$ cat config.mk
export PLATFORM = sky130hd
export DESIGN_NAME = aid_core
export DESIGN_NICKNAME = d
export VERILOG_FILES = /design/src/hdl/aid_pkg.sv /design/src/hdl/aid_core.sv /design/src/hdl/aid_alu.sv
export VERILOG_INCLUDE_DIRS = /design/src /design/src/hdl
export SDC_FILE = /design/constraint.sdc
export NUM_CORES = 1
export LEC_CHECK = 0
export BUFFER_PORTS_ARGS = -buffer_cell sky130_fd_sc_hd__buf_2
export CAP_MARGIN = 20
export CORE_MARGIN = 2
export CORE_UTILIZATION = 35
export DETAILED_ROUTE_END_ITERATION = 8
export GPL_ROUTABILITY_DRIVEN = 1
export PLACE_DENSITY = 0.55
export SLEW_MARGIN = 5
export SYNTH_ARGS = -nofsm -noshare
export SYNTH_HDL_FRONTEND = slang
export SYNTH_SLANG_ARGS = --single-unit
$ cat constraint.sdc
create_clock -name clock -period 3.25 [get_ports clock]
set_input_delay 0.4875 -clock clock [delete_from_list [all_inputs] [get_ports clock]]
set_output_delay 0.4875 -clock clock [all_outputs]
set_load 0.1 [all_outputs]
$ cat src/hdl/aid_consts.svh
// Purpose: constants for the add and AND instruction decoder
// Assumes: included by bare name
// Notes: offsets are register indices on the plain register port
`ifndef AID_CONSTS_SVH
`define AID_CONSTS_SVH

// opcode patterns, upper bits of the 16-bit instruction word
`define AID_OPC_ADDLIT 8'h0F
`define AID_OPC_ANDLIT 8'h0B
`define AID_OPC_ADDFILE 6'h09
`define AID_OPC_ADDCARRY 6'h08

// instruction word fields
`define AID_DEST_BIT 9
`define AID_ACCESS_BIT 8

// addressing
`define AID_ACCESS_SPLIT 8'h5F
`define AID_ACCESS_HIGH 4'hF
`define AID_ACCESS_LOW 4'h0

// status flag positions
`define AID_ST_C 0
`define AID_ST_DC 1
`define AID_ST_Z 2
`define AID_ST_OV 3
`define AID_ST_N 4

// control and error bit positions
`define AID_CTL_EXT 0
`define AID_ERR_UNSUP 0

// register indices
`define AID_REG_ACC 3'h0
`define AID_REG_STATUS 3'h1
`define AID_REG_BANK 3'h2
`define AID_REG_CTRL 3'h3
`define AID_REG_IDXL 3'h4
`define AID_REG_IDXH 3'h5
`define AID_REG_LASTOP 3'h6
`define AID_REG_ERR 3'h7

// reset values
`define AID_RST_ACC 8'h00
`define AID_RST_STATUS 8'h00
`define AID_RST_BANK 8'h00
`define AID_RST_CTRL 8'h00
`define AID_RST_IDX 12'h000

`endif

$ cat src/hdl/aid_pkg.sv
// Purpose: types for the add and AND instruction decoder
// Assumes: nothing
// Notes: phase codes follow the five-phase instruction cycle
package aid_pkg;

  typedef enum logic [2:0] {
    AID_IDLE = 3'b000,
    AID_DECODE = 3'b001,
    AID_READ = 3'b010,
    AID_PROCESS = 3'b011,
    AID_WRITE = 3'b100
  } aid_phase_e;

  typedef enum logic [2:0] {
    AID_OP_NONE = 3'b000,
    AID_OP_ADDLIT = 3'b001,
    AID_OP_ANDLIT = 3'b010,
    AID_OP_ADDFILE = 3'b011,
    AID_OP_ADDCARRY = 3'b100
  } aid_op_e;

  typedef enum logic {
    AID_ALU_ADD = 1'b0,
    AID_ALU_AND = 1'b1
  } aid_alu_e;

endpackage

$ cat src/hdl/aid_core.sv
// Purpose: decode and execute add literal, add file, add with carry, AND literal
// Assumes: memory read data arrive one clock after memRdEn; bus per plain port
// Notes: one instruction cycle is five clocks, one per phase
//
// Our own choices: strobed register access and the register addresses.
`timescale 1ns/1ps

`include "aid_consts.svh"

// Overview of operation
// - add file sums accumulator and data byte
// - dest bit 0 to accumulator, 1 to file
// - access bit 1 takes bank register low 4 bits as upper address bits
// - extended, access 0, f<=95 uses indexed offset
// - add with carry adds carry flag too
// - add with carry decoded as 0010 00da
// - file adds update N, OV, C, DC, Z
// - AND literal result always to accumulator
// - AND literal decoded as 0000 1011
// - AND literal updates only N and Z
// - add literal adds immediate, all flags, one cycle
module aid_core (
  input wire logic clock,
  input wire logic rst,
  input wire logic [15:0] instrWord,
  input wire logic instrValid,
  output logic instrReady,
  output logic [11:0] memAddr,
  output logic memRdEn,
  input wire logic [7:0] memRdData,
  output logic memWrEn,
  output logic [7:0] memWrData,
  input wire logic [2:0] regAddr,
  input wire logic [7:0] regWrData,
  input wire logic regWr,
  input wire logic regRd,
  output logic [7:0] regRdData
);
  import aid_pkg::*;

  typedef struct packed {
    aid_phase_e phase;
    aid_op_e op;
    logic [15:0] instr;
    logic [11:0] addr;
    logic [7:0] operand;
    logic [7:0] result;
    logic [4:0] flags;
    logic [4:0] flagMask;
    logic toFile;
    logic [7:0] acc;
    logic [7:0] status;
    logic [7:0] bank;
    logic [7:0] ctrl;
    logic [11:0] idx;
    logic [2:0] lastOp;
    logic unsupported;
    logic [7:0] rdData;
  } aid_state_s;

  aid_state_s s_q;
  aid_state_s s_d;

  logic [7:0] aluResult;
  logic aluC;
  logic aluDc;
  logic aluOv;
  logic aluN;
  logic aluZ;
  aid_alu_e aluOp;
  logic aluCin;

  // opcode classification
  function automatic aid_op_e decodeOp(input logic [15:0] word);
    if (word[15:8] == `AID_OPC_ADDLIT) begin
      decodeOp = AID_OP_ADDLIT;
    end else if (word[15:8] == `AID_OPC_ANDLIT) begin
      decodeOp = AID_OP_ANDLIT;
    end else if (word[15:10] == `AID_OPC_ADDFILE) begin
      decodeOp = AID_OP_ADDFILE;
    end else if (word[15:10] == `AID_OPC_ADDCARRY) begin
      decodeOp = AID_OP_ADDCARRY;
    end else begin
      decodeOp = AID_OP_NONE;
    end
  endfunction

  function automatic logic isFileOp(input aid_op_e op);
    isFileOp = (op == AID_OP_ADDFILE) || (op == AID_OP_ADDCARRY);
  endfunction

  // effective data memory address of a file operand
  function automatic logic [11:0] fileAddr(
    input logic [15:0] word,
    input logic [7:0] bankSel,
    input logic extOn,
    input logic [11:0] idxBase
  );
    logic [7:0] f;
    f = word[7:0];
    if (word[`AID_ACCESS_BIT]) begin
      fileAddr = {bankSel[3:0], f};
    end else if (extOn && (f <= `AID_ACCESS_SPLIT)) begin
      fileAddr = idxBase + {4'h0, f};
    end else if (f <= `AID_ACCESS_SPLIT) begin
      fileAddr = {`AID_ACCESS_LOW, f};
    end else begin
      fileAddr = {`AID_ACCESS_HIGH, f};
    end
  endfunction

  always_comb begin
    aluOp = (s_q.op == AID_OP_ANDLIT) ? AID_ALU_AND : AID_ALU_ADD;
    aluCin = (s_q.op == AID_OP_ADDCARRY) ? s_q.status[`AID_ST_C] : 1'b0;
  end

  aid_alu aid_alu_i (
    .aluOp(aluOp),
    .opA(s_q.acc),
    .opB(s_q.operand),
    .carryIn(aluCin),
    .result(aluResult),
    .carryOut(aluC),
    .digitCarryOut(aluDc),
    .overflowOut(aluOv),
    .negativeOut(aluN),
    .zeroOut(aluZ)
  );

  always_comb begin
    s_d = s_q;

    // register port writes; a same-cycle execution write below wins
    if (regWr) begin
      unique case (regAddr)
        `AID_REG_ACC: s_d.acc = regWrData;
        `AID_REG_STATUS: s_d.status = {3'b000, regWrData[4:0]};
        `AID_REG_BANK: s_d.bank = {4'h0, regWrData[3:0]};
        `AID_REG_CTRL: s_d.ctrl = {7'h00, regWrData[`AID_CTL_EXT]};
        `AID_REG_IDXL: s_d.idx[7:0] = regWrData;
        `AID_REG_IDXH: s_d.idx[11:8] = regWrData[3:0];
        `AID_REG_LASTOP: s_d.lastOp = s_q.lastOp;
        `AID_REG_ERR: begin
          if (regWrData[`AID_ERR_UNSUP]) begin
            s_d.unsupported = 1'b0;
          end
        end
      endcase
    end

    if (regRd) begin
      unique case (regAddr)
        `AID_REG_ACC: s_d.rdData = s_q.acc;
        `AID_REG_STATUS: s_d.rdData = s_q.status;
        `AID_REG_BANK: s_d.rdData = s_q.bank;
        `AID_REG_CTRL: s_d.rdData = s_q.ctrl;
        `AID_REG_IDXL: s_d.rdData = s_q.idx[7:0];
        `AID_REG_IDXH: s_d.rdData = {4'h0, s_q.idx[11:8]};
        `AID_REG_LASTOP: s_d.rdData = {5'h00, s_q.lastOp};
        `AID_REG_ERR: s_d.rdData = {7'h00, s_q.unsupported};
      endcase
    end

    unique case (s_q.phase)
      AID_IDLE: begin
        if (instrValid) begin
          s_d.instr = instrWord;
          s_d.phase = AID_DECODE;
        end
      end
      AID_DECODE: begin
        s_d.op = decodeOp(s_q.instr);
        s_d.toFile = isFileOp(decodeOp(s_q.instr))
                     && s_q.instr[`AID_DEST_BIT];
        s_d.addr = fileAddr(s_q.instr, s_q.bank, s_q.ctrl[`AID_CTL_EXT], s_q.idx);
        s_d.phase = AID_READ;
      end
      AID_READ: begin
        // literal operand here; file operand arrives from memory next clock
        s_d.operand = s_q.instr[7:0];
        s_d.phase = AID_PROCESS;
      end
      AID_PROCESS: begin
        if (isFileOp(s_q.op)) begin
          s_d.operand = memRdData;
        end
        s_d.phase = AID_WRITE;
      end
      AID_WRITE: begin
        s_d.result = aluResult;
        s_d.flags[`AID_ST_C] = aluC;
        s_d.flags[`AID_ST_DC] = aluDc;
        s_d.flags[`AID_ST_Z] = aluZ;
        s_d.flags[`AID_ST_OV] = aluOv;
        s_d.flags[`AID_ST_N] = aluN;
        s_d.lastOp = s_q.op;
        unique case (s_q.op)
          AID_OP_ADDLIT: begin
            s_d.acc = aluResult;
            s_d.status[4:0] = s_d.flags;
          end
          AID_OP_ANDLIT: begin
            s_d.acc = aluResult;
            s_d.status[`AID_ST_Z] = aluZ;
            s_d.status[`AID_ST_N] = aluN;
          end
          AID_OP_ADDFILE, AID_OP_ADDCARRY: begin
            if (!s_q.toFile) begin
              s_d.acc = aluResult;
            end
            s_d.status[4:0] = s_d.flags;
          end
          AID_OP_NONE: begin
            s_d.unsupported = 1'b1;
          end
          default: begin
            s_d.unsupported = 1'b1;
          end
        endcase
        s_d.phase = AID_IDLE;
      end
      default: begin
        s_d.phase = AID_IDLE;
      end
    endcase
  end

  always_ff @(posedge clock or posedge rst) begin
    if (rst) begin
      s_q <= '{
        phase: AID_IDLE,
        op: AID_OP_NONE,
        instr: 16'h0000,
        addr: 12'h000,
        operand: 8'h00,
        result: 8'h00,
        flags: 5'h00,
        flagMask: 5'h00,
        toFile: 1'b0,
        acc: `AID_RST_ACC,
        status: `AID_RST_STATUS,
        bank: `AID_RST_BANK,
        ctrl: `AID_RST_CTRL,
        idx: `AID_RST_IDX,
        lastOp: 3'h0,
        unsupported: 1'b0,
        rdData: 8'h00
      };
    end else begin
      s_q <= s_d;
    end
  end

  always_comb begin
    instrReady = (s_q.phase == AID_IDLE);
    memAddr = s_q.addr;
    memRdEn = (s_q.phase == AID_READ) && isFileOp(s_q.op);
    memWrEn = (s_q.phase == AID_WRITE) && s_q.toFile;
    memWrData = aluResult;
    regRdData = s_q.rdData;
  end

endmodule // aid_core

$ cat src/hdl/aid_alu.sv
// Purpose: 8-bit add / AND datapath with status flags
// Assumes: purely combinational
// Notes: carry-in is ignored for the AND result; carryOut, digitCarryOut and overflowOut still use the sum
`timescale 1ns/1ps

module aid_alu (
  input wire aid_pkg::aid_alu_e aluOp,
  input wire logic [7:0] opA,
  input wire logic [7:0] opB,
  input wire logic carryIn,
  output logic [7:0] result,
  output logic carryOut,
  output logic digitCarryOut,
  output logic overflowOut,
  output logic negativeOut,
  output logic zeroOut
);
  import aid_pkg::*;

  logic [8:0] sum;
  logic [4:0] lowSum;

  always_comb begin
    sum = {1'b0, opA} + {1'b0, opB} + {8'h00, carryIn};
    lowSum = {1'b0, opA[3:0]} + {1'b0, opB[3:0]} + {4'h0, carryIn};
    if (aluOp == AID_ALU_AND) begin
      result = opA & opB;
    end else begin
      result = sum[7:0];
    end
    carryOut = sum[8];
    digitCarryOut = lowSum[4];
    overflowOut = (opA[7] == opB[7]) && (sum[7] != opA[7]);
    negativeOut = result[7];
    zeroOut = (result == 8'h00);
  end

endmodule // aid_alu

==> impl_metrics.ini <==
[floorplanning]
die_w_um = 125
die_h_um = 125
die_area_um2 = 15600
num_io_pins = 71
core.rowCount = 44
core_um2 = 14400
start_util_pct = 35.5

[synth]
synth_cells = 537
ys_warn_count = 0
synthDistinctLibCells = 61
synthMuxAreaShare_pct = 11.6
synthSimpleGateAreaFrac_pct = 17.8
synth-xor-area-share_pct = 1.37
syn-cell-area_um2 = 5100
ys_seq_area_share_pct = 41.7
synthFlopType = dfrtp_1
synth_compound_area_share_pct = 16.1
async_reset_ff_share_pct = 100
synth_edf_count = 0
synth_area_per_cell_um2 = 9.50
synth-seq-cells = 85
synthesis.nets = 596
synthAdderAreaFrac_pct = 5.10
synth_top_family_by_area = simple AND/OR/NAND/NOR gates

[placed_design]
dp_hpwl_mm = 10.1
gp_congestion = 0.871
port-buffer-count = 70
pre_cts_ws_ns = 0.0262

[sta]
layout_min_cycle_time_ns = 3.25
slew_violations = 0
max_clock_freq_mhz = 308
final-hold-violation-count = 0
finalCritPeriodShare_pct = 99.9
setup_viol = 0
slew_headroom_pct = 43.9
fin_ws_ns = 0.00456
rsz0062_at_grt = true
worstMarginPinSlew_ns = 0.835
holdWs_ns = 0.218
fin_setup_tns_ns = 0
fin_skew_ns = 0.00703

[drt]
drc_errors = 0
wl_per_cell_um = 17.4
vias = 4029
ant_nets = 0
dr.first_iter.drc_count = 190
vias_per_cell = 5.20
first_pass_iters = 4
drt_wl_total_mm = 13.5

[global_routing]
grt_max_degree = 53
grt_usage_pct = 17.8
grt_pass1_vias = 4006
antenna_found_initial = 0
grt_overflow_total = 0
grt_pass1_wl_mm = 22.0

[critical_path]
crit_type = reg2out
timing.rr.start = s_q[113]
cp.arrival_ns = 2.76
worstPathMaxFanout = 3
path_delay_family = compound AO/OA/AOI/OAI gates
crit_start = s_q[113]
cp_cell_sequence = nor3b_2 > nand2_1 > fa_2 > inv_2 > fa_2 > a21o_1 > a31o_4 > nor3_2 > a221oi_2 > buf_4 > a21oi_4 > buf_12
critPathBufInv = 3
startpoint_type = flip-flop
r2r_end = s_q[42]
reg2reg_depth = 11
max_stage_delay_ns = 0.37
required_ns = 2.76
crit_top_cell = fa_2
r2r_setup_slack_ns = 0.38
cp-end-kind = primary output
slowest_stage = dfrtp_1

[flow_run]
maxCapViolCount = 0

[layout]
seq_area_um2 = 2130
area_growth_pct = 18.2
multiInputGateArea_um2 = 2740
num-fill-cells = 1423
antenna_cells = 0
drive_gt1_share_pct = 28.1
fin_nets = 645

[clock_tree]
h-tree-depth = 3
cts_buffer_depth = 2
clkSinkCount = 85
clockRootBuffer = clkbuf_16
path_clk_slew_ns = 0.06
worstSkewPairLatency_ns = 0.35
cts_buffers = 9
cts_tree = done

[status]
status = completed

[min_path]
holdCritPathClass = in2async
-- metal layers --
layer	up-vias	track usage, %	wire length, um
met5	-	0	0
met4	0	6.28	224
met3	18	2.45	476
met2	75	29.1	6590
met1	1937	24.3	6200
li1	1999	-	-
-- flip-flops by register name, indices dropped and copies added (netlist names) --
name / flops
memAddr: 12
s_q: 65
regRdData: 8
-- cell type report --
type / count / share of cell area (%)
inverters: 13 / 0.830
well taps: 184 / 3.82
multi-input cells: 392 / 45.5
repair buffers: 85 / 9.13
clock inverters: 6 / 1.43
clock buffers: 10 / 3.97
flip-flops and latches: 85 / 35.3
-- logic make-up after synthesis --
| group | Yosys count |
|---|---|
| and+or+nand+nor | 185 |
| AOI/OAI and AO/OA | 126 |
| DFF | 85 |
| buffers and inverters | 60 |
| muxes | 54 |
| adders and majority gates | 19 |
| xor gates and xnor gates | 8 |
-- Yosys cell counts (all sizes together), types with 4 or more instances --
| master | number | area share, % |
|---|---|---|
| clkbuf | 17 | 1.3 |
| dfrtp | 85 | 42 |
| and2 | 8 | 0.98 |
| nand2b | 6 | 0.74 |
| mux2i | 15 | 2.9 |
| ha | 16 | 3.9 |
| mux2 | 39 | 8.6 |
| buf | 30 | 4.1 |
| xnor2 | 5 | 0.86 |
| nor2 | 49 | 3.7 |
| o21a | 9 | 1.3 |
| inv | 12 | 0.88 |
| a31oi | 12 | 1.5 |
| nor2b | 14 | 1.7 |
| nor3 | 21 | 2.1 |
| a211oi | 4 | 0.59 |
| a22oi | 6 | 0.88 |
| a21o | 4 | 0.59 |
| nand3 | 7 | 0.69 |
| nand2 | 58 | 4.3 |
| nor3b | 6 | 1.2 |
| o21ai | 28 | 2.7 |
| a21oi | 33 | 3.2 |
-- cells in the final DEF (no fill, tap or decap), types with 4 or more instances in the layout --
| master | instances |
|---|---|
| nand2_1 | 58 |
| nor2b_1 | 14 |
| nand3_1 | 7 |
| xnor2_1 | 5 |
| dfrtp_1 | 85 |
| a21o_1 | 4 |
| a22oi_1 | 6 |
| o21ai_0 | 27 |
| inv_1 | 10 |
| nand2b_1 | 6 |
| a31oi_1 | 11 |
| and2_1 | 8 |
| clkbuf_16 | 9 |
| mux2i_1 | 15 |
| a211oi_1 | 4 |
| nor2_1 | 48 |
| o21a_1 | 9 |
| ha_1 | 16 |
| mux2_2 | 39 |
| nor3_1 | 19 |
| nor3b_2 | 4 |
| buf_4 | 14 |
| a21oi_1 | 29 |
| buf_2 | 65 |
| buf_12 | 6 |
-- per-stage QoR --
step / instance area (um^2) / std cells / util (%)
after floorplan: 5160 / 537 / -
after global placement: 5620 / 755 / 39.1
final: 6030 / 775 / 41.9
after global routing: 6030 / 775 / 41.9
after CTS: 5990 / 773 / 41.7
after detailed placement: 5620 / 755 / 39.1
-- worst register-to-register path, cell delays in order (launching register included) --
cell     delay, ns
dfrtp_1       0.37
nor3b_2       0.17
nand2_1       0.09
fa_2          0.22
inv_2         0.04
fa_2          0.34
a21o_1        0.19
a21oi_1       0.26
xor2_1        0.28
a21oi_4       0.11
or4_1         0.50
o41ai_2       0.21
-- repair_timing --
item | in CTS | in global routing
hold buffers | 0 | 0
setup buffers | 2 | 2
setup endpoints to repair | 3 | 2
gates resized for setup | 8 | 4
pin swaps | 3 | 3
-- worst max path at each step --
stage / endpoint / cells past startpoint
3_3_place_gp: memWrData[6] / 12
4_1_cts: memWrData[6] / 12
3_5_place_dp: memWrData[6] / 12
2_1_floorplan: s_q[42] / 10
5_1_grt: memWrData[6] / 12
6_report: memWrData[6] / 12
Power is not shown: default switching activity piles up to over one toggle a cycle in this logic, so the estimate is an artifact.
